## src/verilog/pcs_pkg.sv

```systemverilog
// shared constants and types of the program counter sequencer
// assumes one 100 MHz system clock; one system clock period per clk period
package pcs_pkg;

  localparam int PC_WIDTH    = 12;       // counter width, 4096 words
  localparam int WORD_WIDTH  = 15;       // program memory word width
  localparam int PAGE_WIDTH  = 8;        // short jump page, 256 words
  localparam int PHASES      = 4;        // system clocks per instruction cycle
  localparam int STACK_DEPTH = 8;        // return stack levels
  localparam int IRQ_COUNT   = 6;        // vectored interrupt sources

  // register port offsets
  localparam logic [7:0] REG_PTR_LOW     = 8'h06; // instr_pointer_low
  localparam logic [7:0] REG_LOOKUP_PTR  = 8'h07; // lookup_pointer
  localparam logic [7:0] REG_TABLE_HIGH  = 8'h08; // upper table bits, read only
  localparam logic [7:0] REG_PTR_HIGH    = 8'h20; // counter bits 11..8, read only

  // reset values and fixed addresses
  localparam logic [11:0] RESET_VECTOR   = 12'h000;
  localparam logic [11:0] IRQ_BASE       = 12'h004; // first interrupt vector
  localparam logic [11:0] IRQ_STRIDE     = 12'h004; // spacing of vectors
  localparam logic [3:0]  LAST_PAGE      = 4'hF;    // page of last-page table reads
  localparam logic [7:0]  LOOKUP_RESET   = 8'h00;

  // start-up timer, in system clock periods, then in clk cycles
  localparam int SST_TSYS     = 1024;
  localparam int CLK_PER_TSYS = 1;
  localparam int SST_CYCLES   = SST_TSYS * CLK_PER_TSYS;

  // operation reported by the decoder for the executing instruction
  typedef enum logic [2:0] {
    OP_NEXT,
    OP_SKIP,
    OP_JUMP,
    OP_CALL,
    OP_RETURN,
    OP_TABLE_CUR,
    OP_TABLE_LAST,
    OP_HALT
  } pcs_op_type;

  typedef enum logic [1:0] {
    RUN_START,
    RUN_EXEC,
    RUN_HALT
  } pcs_run_type;

endpackage

```

## src/verilog/pcs_return_stack.sv

```systemverilog
// eight level return stack for the sequencer, not visible to software
// assumes push and pop are never asserted together
`timescale 1ns/1ns
`default_nettype none
module pcs_return_stack #(
  parameter int WIDTH = 12,
  parameter int DEPTH = 8
) (
  input  wire logic             clk,      // system clock
  input  wire logic             rstn,     // async reset, active low
  input  wire logic             push,     // store pushData
  input  wire logic             pop,      // drop top entry
  input  wire logic [WIDTH-1:0] pushData, // return address
  output logic      [WIDTH-1:0] top,      // top entry
  output logic                  full      // all levels used
);
  import pcs_pkg::*;

  localparam int PW = $clog2(DEPTH);

  // elaboration check: pointer wrap needs a power-of-two depth
  if (DEPTH < 2 || (1 << PW) != DEPTH) begin : g_bad_depth
    $error("pcs_return_stack: DEPTH must be a power of two, at least 2");
  end

  typedef struct packed {
    logic [DEPTH-1:0][WIDTH-1:0] entry;
    logic [PW-1:0]               ptr;
    logic [PW:0]                 count;
  } pcs_stack_type;

  pcs_stack_type st;
  pcs_stack_type next_st;

  // circular storage: a push when full overwrites the oldest level
  always_comb begin
    next_st = st;
    if (push) begin
      next_st.entry[st.ptr] = pushData;
      next_st.ptr           = st.ptr + PW'(1);
      if (st.count != (PW+1)'(DEPTH))
        next_st.count = st.count + (PW+1)'(1);
    end else if (pop) begin
      next_st.ptr = st.ptr - PW'(1);
      if (st.count != '0)
        next_st.count = st.count - (PW+1)'(1);
    end
  end

  // state register
  always_ff @(posedge clk or negedge rstn) begin
    if (!rstn) begin
      st <= '0;
    end else begin
      st <= next_st;
    end
  end

  assign top  = st.entry[st.ptr - PW'(1)];
  assign full = (st.count == (PW+1)'(DEPTH));
endmodule
`default_nettype wire

```

## src/verilog/pcs_sequencer.sv

```systemverilog
// instruction sequencer: phase generator, fetch/execute pipeline, 12-bit counter
// assumes a combinational decoder answers op/skip for instrWord in the same cycle
// assumes irqReq bits are already enabled and flagged by interrupt control logic
//
// Functional notes
// - four system clocks form one instruction cycle, phases 0 to 3
// - fetch in one instruction cycle, execute it in the next, overlapped
// - any counter change costs a second cycle; prefetched word becomes dummy
// - counter is 12 bits, reaching 4096 program words
// - counter advances by one after each fetched word
// - true skip discards the prefetched word; counter ends two further on
// - reset clears the counter, execution starts at word zero
// - first external request loads vector 004H when stack not full
// - vectors 008H, 00CH, 010H, 014H, 018H for the other five sources
// - low byte write replaces bits 7..0, keeps 11..8, short jump
// - jump and call load all twelve bits from the instruction
// - return loads all twelve bits from the top stack entry
// - program memory 4096 x 15, addressed by counter or lookup pointer
// - after reset or wake from halt wait 1024 system clocks
// - eight level hidden return stack, pushed on calls and interrupts
// - stack full holds interrupt acknowledge until a return frees a level
`timescale 1ns/1ns
`default_nettype none
module pcs_sequencer #(
  parameter int SST_COUNT = pcs_pkg::SST_CYCLES
) (
  input  wire logic                              clk,          // system clock
  input  wire logic                              rstn,         // async reset
  input  wire logic [pcs_pkg::WORD_WIDTH-1:0]    memData,      // program word
  input  wire pcs_pkg::pcs_op_type               op,           // decoded op
  input  wire logic                              skipTrue,     // skip taken
  input  wire logic [pcs_pkg::IRQ_COUNT-1:0]     irqReq,       // enabled requests
  input  wire logic                              wake,         // halt wake event
  input  wire logic [7:0]                        regAddr,      // register address
  input  wire logic [7:0]                        regWdata,     // write data
  input  wire logic                              regWr,        // write strobe
  input  wire logic                              regRd,        // read strobe
  output logic      [7:0]                        regRdata,     // read data
  output logic      [pcs_pkg::PC_WIDTH-1:0]      memAddr,      // memory address
  output logic      [pcs_pkg::WORD_WIDTH-1:0]    instrWord,    // executing word
  output logic                                   instrValid,   // not a dummy
  output logic      [1:0]                        cyclePhase,   // clock phase
  output logic                                   cycleEnd,     // last phase
  output logic      [pcs_pkg::PC_WIDTH-1:0]      instrPointer, // counter
  output logic      [pcs_pkg::WORD_WIDTH-1:0]    tableWord,    // table result
  output logic      [pcs_pkg::IRQ_COUNT-1:0]     irqAck,       // ack pulse
  output logic                                   running       // executing
);
  import pcs_pkg::*;

  localparam int CW = $clog2(SST_COUNT + 1);

  // elaboration check: the start-up timer needs at least one edge
  if (SST_COUNT < 1) begin : g_bad_count
    $error("pcs_sequencer: SST_COUNT must be at least 1");
  end

  typedef struct packed {
    pcs_run_type           run;
    logic [CW-1:0]         startCnt;
    logic [1:0]            phase;
    logic                  cycleEnd;
    logic [PC_WIDTH-1:0]   pc;
    logic [PC_WIDTH-1:0]   memAddr;
    logic [WORD_WIDTH-1:0] instr;
    logic                  instrValid;
    logic                  tableDummy;
    logic [WORD_WIDTH-1:0] tableWord;
    logic [7:0]            lookupPointer;
    logic                  lowPend;
    logic [7:0]            lowData;
    logic [7:0]            rdData;
    logic [IRQ_COUNT-1:0]  irqAck;
    logic                  running;
  } pcs_state_type;

  pcs_state_type st;
  pcs_state_type next_st;

  logic                stackPush;
  logic                stackPop;
  logic [PC_WIDTH-1:0] stackPushData;
  logic [PC_WIDTH-1:0] stackTop;
  logic                stackFull;

  // vector of interrupt source idx
  function automatic logic [PC_WIDTH-1:0] irqVector(input int idx);
    irqVector = IRQ_BASE + PC_WIDTH'(idx) * IRQ_STRIDE;
  endfunction

  // program word of a table read in page pg
  function automatic logic [PC_WIDTH-1:0] tableAddr(input logic [3:0] pg,
                                                    input logic [7:0] ptr);
    tableAddr = {pg, ptr};
  endfunction

  // return stack, hidden from software
  pcs_return_stack #(
    .WIDTH (PC_WIDTH),
    .DEPTH (STACK_DEPTH)
  ) u_stack (
    .clk      (clk),
    .rstn     (rstn),
    .push     (stackPush),
    .pop      (stackPop),
    .pushData (stackPushData),
    .top      (stackTop),
    .full     (stackFull)
  );

  // sequencing decisions taken at the end of each instruction cycle
  always_comb begin
    logic                  lastPhase;
    logic                  flowChange;
    logic                  irqPending;
    int                    irqIdx;
    logic [PC_WIDTH-1:0]   pcNext;
    next_st       = st;
    stackPush     = 1'b0;
    stackPop      = 1'b0;
    stackPushData = st.pc;
    lastPhase     = (st.phase == 2'(PHASES - 1));
    flowChange    = 1'b0;
    irqPending    = 1'b0;
    irqIdx        = 0;
    pcNext        = st.pc + PC_WIDTH'(1);
    next_st.irqAck = '0;
    next_st.rdData = 8'h00;

    // fixed priority pick among pending requests
    for (int i = IRQ_COUNT - 1; i >= 0; i--) begin
      if (irqReq[i]) begin
        irqPending = 1'b1;
        irqIdx     = i;
      end
    end

    // register port: reads answer in the next cycle only
    if (regRd) begin
      case (regAddr)
        REG_PTR_LOW:    next_st.rdData = st.pc[7:0];
        REG_PTR_HIGH:   next_st.rdData = {4'h0, st.pc[11:8]};
        REG_LOOKUP_PTR: next_st.rdData = st.lookupPointer;
        REG_TABLE_HIGH: next_st.rdData = {1'b0, st.tableWord[14:8]};
        default:        next_st.rdData = 8'h00;
      endcase
    end
    if (regWr && regAddr == REG_LOOKUP_PTR) begin
      next_st.lookupPointer = regWdata;
    end
    // low byte write is held until the cycle boundary
    if (regWr && regAddr == REG_PTR_LOW) begin
      next_st.lowPend = 1'b1;
      next_st.lowData = regWdata;
    end

    case (st.run)
      RUN_START: begin
        // start-up timer, phases held still
        next_st.phase    = 2'd0;
        next_st.cycleEnd = 1'b0;
        if (st.startCnt == CW'(SST_COUNT - 1)) begin
          next_st.run      = RUN_EXEC;
          next_st.startCnt = '0;
        end else begin
          next_st.startCnt = st.startCnt + CW'(1);
        end
      end

      RUN_EXEC: begin
        next_st.phase    = st.phase + 2'd1;
        next_st.cycleEnd = (st.phase == 2'(PHASES - 2));
        if (lastPhase) begin
          // fetched word moves to execute, counter moves on
          next_st.instr      = memData;
          next_st.instrValid = 1'b1;
          next_st.tableDummy = 1'b0;
          if (st.tableDummy) begin
            // dummy cycle of a table read: capture word, counter held
            next_st.tableWord  = memData;
            next_st.instrValid = 1'b0;
            pcNext             = st.pc;
          end else if (st.lowPend) begin
            pcNext     = {st.pc[PC_WIDTH-1:PAGE_WIDTH], st.lowData};
            flowChange = 1'b1;
          end else if (st.instrValid) begin
            case (op)
              OP_SKIP: begin
                if (skipTrue) begin
                  pcNext     = st.pc + PC_WIDTH'(1);
                  flowChange = 1'b1;
                end
              end
              OP_JUMP: begin
                pcNext     = st.instr[PC_WIDTH-1:0];
                flowChange = 1'b1;
              end
              OP_CALL: begin
                stackPush  = 1'b1;
                pcNext     = st.instr[PC_WIDTH-1:0];
                flowChange = 1'b1;
              end
              OP_RETURN: begin
                stackPop   = 1'b1;
                pcNext     = stackTop;
                flowChange = 1'b1;
              end
              OP_TABLE_CUR: begin
                next_st.tableDummy = 1'b1;
                pcNext             = st.pc;
                flowChange         = 1'b1;
              end
              OP_TABLE_LAST: begin
                next_st.tableDummy = 1'b1;
                pcNext             = st.pc;
                flowChange         = 1'b1;
              end
              OP_HALT: begin
                next_st.run = RUN_HALT;
                pcNext      = st.pc;
                flowChange  = 1'b1;
              end
              default: begin
                pcNext = st.pc + PC_WIDTH'(1);
              end
            endcase
          end
          // interrupt only between ordinary instructions, stack not full
          if (!flowChange && !st.tableDummy && irqPending && !stackFull) begin
            stackPush              = 1'b1;
            stackPushData          = st.pc;
            pcNext                 = irqVector(irqIdx);
            flowChange             = 1'b1;
            next_st.irqAck[irqIdx] = 1'b1;
          end
          if (flowChange) begin
            next_st.instrValid = 1'b0;
          end
          if (!st.tableDummy) begin
            next_st.lowPend = regWr && regAddr == REG_PTR_LOW;
          end
          next_st.pc = pcNext;
          // table reads place the lookup word on the bus for the dummy
          if (next_st.tableDummy) begin
            next_st.memAddr = tableAddr(op == OP_TABLE_LAST ? LAST_PAGE
                                        : st.pc[11:8], st.lookupPointer);
          end else begin
            next_st.memAddr = pcNext;
          end
          if (next_st.run == RUN_HALT) begin
            next_st.phase    = 2'd0;
            next_st.cycleEnd = 1'b0;
          end
        end
      end

      RUN_HALT: begin
        // halted: wake restarts through the start-up timer
        next_st.phase      = 2'd0;
        next_st.cycleEnd   = 1'b0;
        next_st.instrValid = 1'b0;
        if (wake) begin
          next_st.run      = RUN_START;
          next_st.startCnt = '0;
        end
      end

      default: begin
        next_st.run = RUN_START;
      end
    endcase
    // running output kept in its own flip-flop
    next_st.running = (next_st.run == RUN_EXEC);
  end

  // state register, counter cleared to the reset vector
  always_ff @(posedge clk or negedge rstn) begin
    if (!rstn) begin
      st               <= '0;
      st.run           <= RUN_START;
      st.pc            <= RESET_VECTOR;
      st.memAddr       <= RESET_VECTOR;
      st.lookupPointer <= LOOKUP_RESET;
    end else begin
      st <= next_st;
    end
  end

  // outputs straight from state flip-flops
  assign regRdata     = st.rdData;
  assign memAddr      = st.memAddr;
  assign instrWord    = st.instr;
  assign instrValid   = st.instrValid;
  assign cyclePhase   = st.phase;
  assign cycleEnd     = st.cycleEnd;
  assign instrPointer = st.pc;
  assign tableWord    = st.tableWord;
  assign irqAck       = st.irqAck;
  assign running      = st.running;
endmodule
`default_nettype wire

```

## config.mk

```make
export PLATFORM = sky130hd
export DESIGN_NAME = pcs_sequencer
export DESIGN_NICKNAME = d
export VERILOG_FILES = /design/src/verilog/pcs_pkg.sv /design/src/verilog/pcs_return_stack.sv /design/src/verilog/pcs_sequencer.sv
export SDC_FILE = /design/constraint.sdc
export NUM_CORES = 1
export LEC_CHECK = 0
export CAP_MARGIN = 30
export CORE_UTILIZATION = 50
export DETAILED_ROUTE_END_ITERATION = 10
export DONT_BUFFER_PORTS = 1
export SETUP_SLACK_MARGIN = 0.02
export SKIP_CTS_REPAIR_TIMING = 1
export SKIP_LAST_GASP = 1
export SYNTH_ARGS = -nofsm -noshare
export SYNTH_HDL_FRONTEND = slang
export SYNTH_HIERARCHICAL = 1
export SYNTH_SLANG_ARGS = --single-unit
```

## constraint.sdc

```tcl
create_clock -name clk -period 6.2 [get_ports clk]
set_clock_uncertainty 0.15 [all_clocks]
set_input_delay 1.24 -clock clk [delete_from_list [all_inputs] [get_ports clk]]
set_output_delay 1.24 -clock clk [all_outputs]
set_load 0.01 [all_outputs]
```

[After elaboration in Yosys (flattened, before gate mapping)]
Cells that the tools add are included.
Operators by class
  order comparisons: 5
  add/subtract/negate cells: 8
  reductions and logical operators: 27
  equality and inequality tests: 23
  muxes and demuxes: 87
Operators by type and width (number)
  32-bit two-way mux: 4
  96-bit bitwise mux: 1
  12-bit two-way mux: 7
  59-bit two-way mux: 1
  1-bit two-way mux: 40
  12-bit binary-select mux with 3-bit select: 1
  12-bit demux with 3-bit select: 1
  12-bit one-hot mux with 3 select lines: 1
  32-bit by 1-bit greater-or-equal comparator with 1-bit output, second input constant: 1
  32-bit by 5-bit less-than comparator with 1-bit output, second input constant: 1
  8-bit one-hot mux with 4 select lines: 1
  11-bit one-hot mux with 2 select lines: 1
  6-bit two-way mux: 3
  8-bit by 3-bit equality test with 1-bit output, second input constant: 2
  2-bit two-way mux: 8
  15-bit two-way mux: 1
  7-bit two-way mux: 2
  13-bit two-way mux: 1
  12-bit by 1-bit adder with 12-bit output, second input constant: 1
  3-bit by 12-bit adder with 12-bit output, first input constant: 1
  3-bit equality test, second input constant: 4
  4-bit two-way mux: 3
  11-bit by 1-bit adder with 11-bit output, second input constant: 1
  11-bit by 10-bit equality test with 1-bit output, second input constant: 1
  35 further kinds: 62
Word-level totals
  register bits: 207
  word-level logic and storage cells: 176

[Depth between registers and ports, before layout]
Gate-level depths: netlist of the first run.
  word-level depth: 18
  mapped depth: 12
  gate-level depth less buffers: 9

[Hierarchy]
Netlist of the first run, hierarchy kept.
By module, submodules not included
  pcs_sequencer: instances 1, area an instance 6004.5 sq um, seq. area each 2602.5 sq um, cells each 634
  pcs_return_stack: instances 1, area an instance 4845.9 sq um, seq. area each 2577.5 sq um, cells each 294

[Least setup slack after synthesis of the first run]
No wires, ideal clock.
  path type: input port to flip-flop
  from: input op[2]
  to: register u_stack/st[3] (netlist name)
  setup time: 0.138 ns
  stages: 12
  required time: 5.912 ns
  slack: 2.471 ns
  arrival time: 3.440 ns
  path buffers: 3
  cells stage by stage: o21a_1 buf_2 a311oi_4 nand2_2 buf_2 a21oi_1 buf_2 inv_1 ha_1 a21o_1 a21oi_1 mux4_2
Between the ends
  longest elaborated chain between the ends: 17
  elaborated cells between the ends (all ways): 36
  classes of those cells: eq/ne (8); mux (20); reduce/logical (8)
RTL lines
  start, declared: RTL line pcs_sequencer.sv:30  | input wire pcs_pkg::pcs_op_type op,
  3-bit equality test / 3-bit by 2-bit equality test with 1-bit output (equally long branches): RTL line pcs_sequencer.sv:187  | case (op)
  6-bit OR reduction (no line)
  1-bit one-hot mux with 2 select lines: RTL line pcs_sequencer.sv:187
  1-bit two-way mux: RTL line pcs_sequencer.sv:186  | end else if (st.instrValid) begin
  1-bit two-way mux: RTL line pcs_sequencer.sv:183  | end else if (st.lowPend) begin
  1-bit two-way mux: RTL line pcs_sequencer.sv:178  | if (st.tableDummy) begin
  1-bit two-way mux: RTL line pcs_sequencer.sv:173  | if (lastPhase) begin
  1-bit two-way mux: RTL line pcs_sequencer.sv:157  | case (st.run)
  1-bit zero test: RTL line pcs_sequencer.sv:229  | if (!flowChange && !st.tableDummy && irqPending && !stackFull) begin
  1-bit logical AND (3 in a row): RTL line pcs_sequencer.sv:229
  1-bit two-way mux *: RTL line pcs_sequencer.sv:229
  1-bit two-way mux *: RTL line pcs_sequencer.sv:173
  1-bit two-way mux *: RTL line pcs_sequencer.sv:157
  via stackPush: RTL line pcs_sequencer.sv:80  | logic stackPush;
  2-bit by 1-bit inequality test with 1-bit output (no line) / 2-bit nonzero test (equally long branches)
  3-bit AND reduction (no line)
  end signal, assigned: RTL line pcs_return_stack.sv:55  | st <= next_st;
  end, declared: RTL line pcs_return_stack.sv:32  | pcs_stack_type st;
Mark *: on every way through the listed nets, which the timed path passes. The rest lies on a longest branch. The select of a mux whose other input is x is not followed.
A chain may end at the register's enable or synchronous reset.

[Worst setup path in the final report of the first run]
Same ends and word-level chain as after synthesis.

==> flow_summary.ini, run 1 <==
[synthesis]
syn-num-nets = 984
avgSynthCellArea_um2 = 11.7
yosysMostFrequentCell = dfrtp_1
synthTopCellsByArea = dfrtp_1 48%, mux2_2 13%, buf_4 5.3%
netlist_area_mm2 = 0.0109
yosysWarnings = 6
ys_types = 74
synth_edf_count = 0
syn_inst = 928
synth_common_cells = 207 x dfrtp_1, 121 x mux2_2, 101 x nand2_1
synth.ff_latch_count = 207
ys.flop_type = dfrtp_1
synth-seq-area-share_pct = 47.7
synth_top_area_cell = dfrtp_1
yosysTopAreaCellShare_pct = 47.7
async_reset_ff_share_pct = 100

[drt]
drt_iter0_drc = 483
dr.pass1.iters = 5
vias = 6976
wl_per_cell_um = 23.3
vias_per_cell = 6.12
ant_nets = 0
drc_errors = 0
drt_wl_total_um = 26600

[cts]
cts.sinks = 207
numCtsBuffers = 23
clk_pin_slew_worst_paths_ns = 0.06
htreeDepth = 1
cts_buffer_depth = 3
ctsRootBufferMaster = clkbuf_16
cts_tree = yes
insertion_delay_ns = 0.50

[critical_path]
crit_path_top_delay_cell = a21oi_1
path_depth = 9
cp.arrival_ns = 4.24
critPathLaunchType = primary input
critical_path_buf_inv_count = 1
endpoint_kind = flop
crit_chain = o21a_1, a311oi_4, nand2_2, a21oi_1, inv_1, ha_1, a21o_1, a21oi_1, mux4_2
crit_type = in -> reg
worst-r2r-cell-count = 9
cpLargestDelayFamily = compound AO/OA/AOI/OAI gates
crit_required_ns = 6.42
slowest_delay_ns = 0.75
critPathMaxFanout = 24
cp_common_cell = a21oi_1

[pwr]
p_leak_nw = 5.29
clkPwrFrac_pct = 50.4
p_per_area_mw_per_mm2 = 253
vdd_drop_max_uv = 181
comb_power_share_pct = 1.7
sw_frac_of_total_pct = 19.6
p_switching_w = 0.000563
power_frac_seq_pct = 47.9
p_int_w = 0.00231

[global_route]
grt_usage_pct = 24.3
grt_pass1_vias = 7089
grt_pass1_wl_um = 41200
grt_antenna_before_repair = 0
grt.overflow.total = 0
grt_max_degree = 208

[floorplanning]
die_x_um = 149
core_mm2 = 0.0212
ios = 119
num_rows = 53
die-area_mm2 = 0.0223
die_y_um = 149
start_util_pct = 51.3

[timing]
period_minus_slack_ns = 4.02
setup_viol = 0
slew_viol_final = 0
totalNegativeSetupSlack_ns = 0
worst_pin_slew_ns = 0.992
rsz0062_at_grt = no
max_freq_mhz = 249
timing.final.crit_share_pct = 64.9
report.final.hold_viol_count = 0
slew_headroom_pct = 33.9

[place]
place_hpwl_um = 18100
portBuffers = 0
place_congestion = 0.915
dpl-instance-area_mm2 = 0.0105

[finish]
drive_gt1_share_pct = 28.0
n_antenna_cell = 0
nFillCells = 1786
nets = 905
area_delta_synth_final_pct = 4.80
final_area_mm2 = 0.0114

[job]
max_cap_viol_count = 0

[hold_path]
hold_class = in -> async

[run_status]
status = completed
## power by group through the flow
stage               Combinational, W  Sequential (W)  Clock [W]
global route               0.0000525         0.00138    0.00154
global placement           0.0000471         0.00140          0
finish                     0.0000482         0.00138    0.00145
CTS                        0.0000481         0.00138    0.00148
floorplan                  0.0000573         0.00139          0
detailed placement         0.0000479         0.00140          0
## state kept, by name, summed over array words and instances (netlist names)
register      flops
cycleEnd          1
irqAck            6
instrValid        1
u_stack/st      103
instrPointer     12
cyclePhase        2
regRdata          8
instrWord        15
st               31
running           1
tableWord        15
memAddr          12
## per-stage QoR
step                      setup slack [ns]  power (W)  util [%]  instances  hold WS [ns]
after floorplan                       2.47    0.00145         -        928         0.297
after global placement                1.85    0.00145      49.7       1096         0.318
after detailed placement              1.71    0.00145      49.8       1099         0.329
after CTS                             2.22    0.00290      53.8       1140         0.277
after global routing                  1.95    0.00297      53.8       1140         0.275
final                                 2.18    0.00287      53.8       1140         0.291
## per-layer routing
metal | wire length (um) | share of wire [%] | vias up | global-route usage (%)
li1 | - | - | 3119 | -
met1 | 11400 | 43 | 3561 | 34.1
met2 | 12500 | 47 | 247 | 38.0
met3 | 1830 | 6.9 | 49 | 4.16
met4 | 816 | 3.1 | 0 | 8.67
met5 | 0 | 0 | - | 0
## worst reg2reg max path, cell delays in order (launching register included)
cell and delay (ns):
dfrtp_1 0.54, nor2_1 0.61, nand2_1 0.18, or3_1 0.45, a21oi_1 0.69, inv_1 0.25
ha_1 0.35, a21o_1 0.18, a21oi_1 0.15, mux4_2 0.31
## path summary, 6_finish.rpt
path	startpoint	endpoint	slack, ns
max in group asynchronous	rstn	tableWord[6]	5.39
min reg2reg	u_stack/st[74]	u_stack/st[74]	0.34
min in group clk	u_stack/st[74]	u_stack/st[74]	0.34
max reg2reg	st[47]	u_stack/st[3]	2.20
max	op[2]	u_stack/st[3]	2.18
min	rstn	u_stack/st[65]	0.29
## kinds of logic (layout without fill, tap and decap cells)
kind of cell | count (synthesis) | in the layout | synth area share (%)
multiplexers | 179 | 179 | 21.8
AND/OR/NAND/NOR | 245 | 245 | 11.7
AO/OA/AOI/OAI | 140 | 140 | 8.64
buffers and inverters | 134 | 71 | 7.82
XOR/XNOR | 13 | 13 | 1.05
flip-flops | 207 | 207 | 47.7
adder cells (fa/ha/maj) | 10 | 10 | 1.22
## cells in the final DEF, fill, tap and decap left out, drive strengths merged, types with 11 or more instances in the layout
| cell type | n |
|---|---|
| nand3 | 19 |
| a22oi | 11 |
| clkbuf | 35 |
| nand4 | 11 |
| a21oi | 25 |
| buf | 15 |
| dfrtp | 207 |
| nor3 | 13 |
| o21ai | 38 |
| nand2b | 13 |
| mux2 | 151 |
| nand2 | 102 |
| mux4 | 25 |
| nor2 | 35 |
| inv | 14 |
## layout make-up
class / instances / area [um2] / share of cell area (%)
Sequential cell: 207 / 5180 / 45.6
Multi-Input combinational cell: 587 / 4830 / 42.5
Clock buffer: 35 / 721 / 6.34
Tap cell: 275 / 344 / 3.03
Timing Repair Buffer: 15 / 130 / 1.14
Clock inverter: 6 / 105 / 0.924
Inverter: 15 / 56.3 / 0.495
(Power assumes the default switching activity.)
==> inputs of run 2 (changes only) <==
- clock period: 6.2 -> 4.2 ns (I/O delays scaled with it)
==> run 2 against run 1 <==
Effect of this change:
- the flow now finishes with violations (negative hold slack)
- sequential power increased by 47%
- worst setup slack got worse by 1.1 ns
- via count rose by 1.4%
- sequential cell count did not move
- largest power group is now registers
- clock-buffer cell count down 2
- critical path type is now reg -> reg
- global-route usage up 0.83 points
- power grew 44%
==> flow_summary.ini, run 2 (synthesis results as in run 1) <==
[critical_path]
crit_path_top_delay_cell = ha_1
crit_chain = inv_1, ha_1, buf_4, mux4_2, mux2_2, o221ai_1, a221oi_1, nor3_1, o22ai_1
endpoint_kind = flop
cpLargestDelayFamily = compound AO/OA/AOI/OAI gates
critical_path_buf_inv_count = 2
cp.arrival_ns = 3.39
crit_type = reg -> reg
slowest_delay_ns = 0.55
crit_required_ns = 4.43
critPathLaunchType = flop
critPathMaxFanout = 9

[place]
place_congestion = 0.871
portBuffers = 0
place_hpwl_um = 18800
post-place-ws_ns = 0.870

[drt]
wl_per_cell_um = 24.0
drt_wl_total_um = 27600
dr.pass1.iters = 5
ant_nets = 0
vias = 7072
drt_iter0_drc = 597
vias_per_cell = 6.14
drc_errors = 0

[cts]
insertion_delay_ns = 0.51
numCtsBuffers = 23
htreeDepth = 1
ctsRootBufferMaster = clkbuf_16
clk_pin_slew_worst_paths_ns = 0.06
cts_tree = yes
cts.sinks = 207
cts_buffer_depth = 3

[finish]
area_delta_synth_final_pct = 4.73
final_cell_mix = 207 x dfrtp_1, 121 x mux2_2, 101 x nand2_1
nets = 916
largest_register = u_stack/st
drive_gt1_share_pct = 28.5
largest_reg_flops = 103
post-route-util_pct = 53.7
n_antenna_cell = 0
mostFrequentLayoutCell = dfrtp_1
nFillCells = 1783
reg_top3 = u_stack/st: 103 flops, st: 31 flops

[floorplanning]
num_rows = 53
ios = 119
core_mm2 = 0.0212
die-area_mm2 = 0.0223
start_util_pct = 51.3
die_x_um = 149
die_y_um = 149

[timing]
report.final.hold_viol_count = 207
timing.final.crit_share_pct = 75.3
fin_ws_ns = 1.04
worst_pin_slew_ns = 0.948
rsz0062_at_grt = no
totalNegativeSetupSlack_ns = 0
max_freq_mhz = 316
slew_viol_final = 0
period_minus_slack_ns = 3.16
setup_viol = 0
hold_slack_ns = -0.125
slew_headroom_pct = 36.8

[global_route]
grt_usage_pct = 25.2
grt.overflow.total = 0
grt_max_degree = 208
grt_antenna_before_repair = 0
grt_pass1_vias = 7303
grt_pass1_wl_um = 42700

[pwr]
vdd_drop_max_uv = 276
p_leak_nw = 5.30
p_per_area_mw_per_mm2 = 363

[job]
max_cap_viol_count = 0

[hold_path]
hold_class = in -> async

[run_status]
violations = negative hold slack
status = finished, violations left
==> run 2: changes by cell type in the layout (fill, tap and decap cells not counted) <==
| cell | previous run | this run |
|---|---|---|
| buf_16 | 1 | 0 |
| clkbuf_8 | 10 | 5 |
| bufinv_16 | 3 | 2 |
| clkinv_2 | 3 | 5 |
| clkinvlp_4 | 0 | 1 |
| clkbuf_1 | 2 | 5 |
| buf_4 | 13 | 25 |
==> run 2: worst paths after layout <==
path,from,to,slack [ns],depth (start not counted)
max in group asynchronous,rstn,st[102],3.74,0
hold / removal,rstn,u_stack/st[75],-0.13,0
hold reg to reg,u_stack/st[72],u_stack/st[72],0.34,1
setup / recovery,u_stack/st[5],instrPointer[4],1.04,9
min in group clk,memData[11],instrWord[11],0.29,2
setup reg to reg,u_stack/st[5],instrPointer[4],1.04,9
==> run 2: metal layers <==
metal  routed length, um  track usage, %  vias to the layer above
met5                   0               0                        -
met2               13100            40.2                      267
met1               12000            34.9                     3612
met4                 699            7.35                        0
met3                1830            4.56                       44
li1                    -               -                     3149
==> run 2: metrics by stage <==
step | std cells | area, um2 | power (W)
2_1_floorplan | 928 | 10900 | 0.00214
3_3_place_gp | 1109 | 10600 | 0.00214
3_5_place_dp | 1110 | 10600 | 0.00214
4_1_cts | 1151 | 11400 | 0.00416
5_1_grt | 1151 | 11400 | 0.00425
6_report | 1151 | 11400 | 0.00412
==> run 2: power breakdown <==
part	switching, W	internal [W]
Combinational	0.0000352	0.0000376
Sequential	0.0000198	0.00201
Clock	0.000802	0.00122
Total	0.000857	0.00327
==> run 2: cell type report <==
type | count | area (um2) | share of cell area (%)
Inverter | 15 | 56.3 | 0.495
Timing Repair Buffer | 26 | 193 | 1.70
Tap cell | 275 | 344 | 3.03
Sequential cell | 207 | 5180 | 45.6
Clock buffer | 33 | 663 | 5.84
Multi-Input combinational cell | 587 | 4830 | 42.5
Clock inverter | 8 | 92.6 | 0.815
==> run 2: worst register-to-register path: cells and delay by family, from the launching register on <==
family	cells	cell delay, ns
compound gates	3	0.61
mux	2	0.57
fa+ha+maj	1	0.55
flops	1	0.48
buf+inv	2	0.40
simple gates	1	0.27
==> inputs of run 3 (changes only) <==
- ABC_AREA: default -> 1
- PLACE_DENSITY: default -> 0.68
- clock period: 4.2 -> 2.9 ns (I/O delays scaled with it)
==> run 3 against run 2 <==
Effect of this change:
- the flow still finishes with violations (negative hold slack)
- final cell count grew 39%
- power grew to 2.5 times the previous value
- utilization fell by 0.63 points
- register-to-register slack got worse by 0.74 ns
- non-clock buffer count shrank 7
- clock power grew 35%
- sequential share of layout area grew 0.41 points
- sequential cell count unchanged
- largest cell class unchanged
- largest power group unchanged
- highest routed layer unchanged
==> flow_summary.ini, run 3 <==
[run_status]
status = finished, violations left
violations = negative hold slack

[critical_path]
crit_start = u_stack/st[5]
critPathMaxFanout = 24
reg2reg_from = u_stack/st[5]
critPathLaunchType = flop
endpoint_kind = flop
crit_required_ns = 3.13
crit_type = reg -> reg
cp.arrival_ns = 2.83
worst-r2r-cell-count = 17

[global_route]
grt_usage_pct = 25.2
grt_antenna_before_repair = 0
grt.overflow.total = 0
grt_max_degree = 208
grt_pass1_wl_um = 44100
grt_pass1_vias = 8361

[drt]
drc_errors = 0
wl_per_cell_um = 17.2
ant_nets = 0
dr.pass1.iters = 7
drt_iter0_drc = 939
vias = 8805
vias_per_cell = 5.52
drt_wl_total_um = 27500

[synthesis]
avgSynthCellArea_um2 = 7.86
netlist_area_mm2 = 0.0109
ys.flop_type = dfrtp_1
synth_top_area_cell = dfrtp_1
syn-num-nets = 1446
synth.ff_latch_count = 207
ys_types = 43
synthTopCellsByArea = dfrtp_1 47%, nand2_1 15%, o21ai_0 7.6%
syn_inst = 1390
synth_common_cells = 441 x nand2_1, 207 x dfrtp_1, 166 x o21ai_0
async_reset_ff_share_pct = 100
yosysTopAreaCellShare_pct = 47.4
yosysWarnings = 6
synth_edf_count = 0
yosysMostFrequentCell = nand2_1
synth-seq-area-share_pct = 47.4

[pwr]
power_w = 0.0103
vdd_drop_max_uv = 774
p_per_area_mw_per_mm2 = 917
p_leak_nw = 5.44

[cts]
htreeDepth = 1
insertion_delay_ns = 0.51
ctsRootBufferMaster = clkbuf_16
cts_buffer_depth = 3
clk_pin_slew_worst_paths_ns = 0.06
numCtsBuffers = 23
cts.sinks = 207
cts_tree = yes

[timing]
totalNegativeSetupSlack_ns = 0
report.final.hold_viol_count = 207
period_minus_slack_ns = 2.60
slew_viol_final = 0
max_freq_mhz = 385
rsz0062_at_grt = no
worst_pin_slew_ns = 0.667
slew_headroom_pct = 55.6
hold_slack_ns = -0.374
timing.final.crit_share_pct = 89.5
setup_viol = 0

[finish]
area_delta_synth_final_pct = 3.16
nFillCells = 2055
final_cell_mix = 441 x nand2_1, 206 x dfrtp_1, 166 x o21ai_0
drive_gt1_share_pct = 8.33
reg_top3 = u_stack/st: 103 flops, st: 31 flops
largest_reg_flops = 103
n_antenna_cell = 0
mostFrequentLayoutCell = nand2_1
nets = 1366
layout.cells.non_filler = 1596
largest_register = u_stack/st
final_area_mm2 = 0.0113

[floorplanning]
start_util_pct = 51.5
die-area_mm2 = 0.0224
ios = 119
core_mm2 = 0.0212
die_y_um = 150
num_rows = 53
die_x_um = 150

[place]
dpl-instance-area_mm2 = 0.0106
place_hpwl_um = 18800
place_congestion = 0.923
dp_cells = 1560
portBuffers = 0

[job]
max_cap_viol_count = 0

[hold_path]
hold_class = in -> async
-- run 3: stage by stage --
step                setup slack, ns  utilization [%]
floorplan                     0.176                -
global placement              0.213             49.8
detailed placement            0.125             49.8
CTS                           0.194             53.0
global route                 0.0552             53.1
finish                        0.304             53.1
-- run 3: final cells by class --
class / count / area [um2] / area share, %
clock inverters: 6 / 61.3 / 0.544
multi-input cells: 940 / 4450 / 39.5
flip-flops and latches: 207 / 5180 / 46.0
well taps: 275 / 344 / 3.05
inverters: 119 / 449 / 3.99
repair buffers: 19 / 155 / 1.38
clock buffers: 30 / 622 / 5.52
-- run 3: logic make-up after synthesis --
family          share of synthesized area (%)
compound gates                           13.8
fa+ha+maj                                1.21
mux                                     0.206
xor+xnor                                 1.04
simple gates                             24.4
flops                                    47.4
buf+inv                                  11.9
-- run 3: worst paths after layout --
check,endpoint,slack [ns]
min,u_stack/st[17],-0.37
min reg2reg,u_stack/st[47],0.33
min in group clk,st[103],0.03
max reg2reg,memAddr[1],0.30
max,memAddr[1],0.30
max in group asynchronous,st[99],2.46
-- run 3: power breakdown --
group	total (W)	internal, W	switching (W)
Sequential	0.00433	0.00343	0.000903
Combinational	0.00326	0.00103	0.00223
Clock	0.00273	0.00158	0.00115
Total	0.0103	0.00604	0.00429
-- run 3: worst max-delay path, cell delays in order, from the launching register on --
cell and delay, ns:
dfrtp_2 0.46, inv_2 0.13, ha_1 0.29, inv_4 0.17, buf_12 0.19, nor2_1 0.06
o21ai_0 0.07, nand2_1 0.07, nand2_1 0.05, nand2_1 0.12, nand2_1 0.09, o21ai_0 0.07
nor2_1 0.11, nor2_1 0.05, nand2_1 0.09, nand2_1 0.07, o21ai_1 0.14, nand2_1 0.08
-- run 3: per-layer routing --
layer / wire length, um / track usage, %
met1: 12100 / 35.3
met2: 12000 / 37.9
met3: 2850 / 7.80
met4: 506 / 5.76
met5: 0 / 0
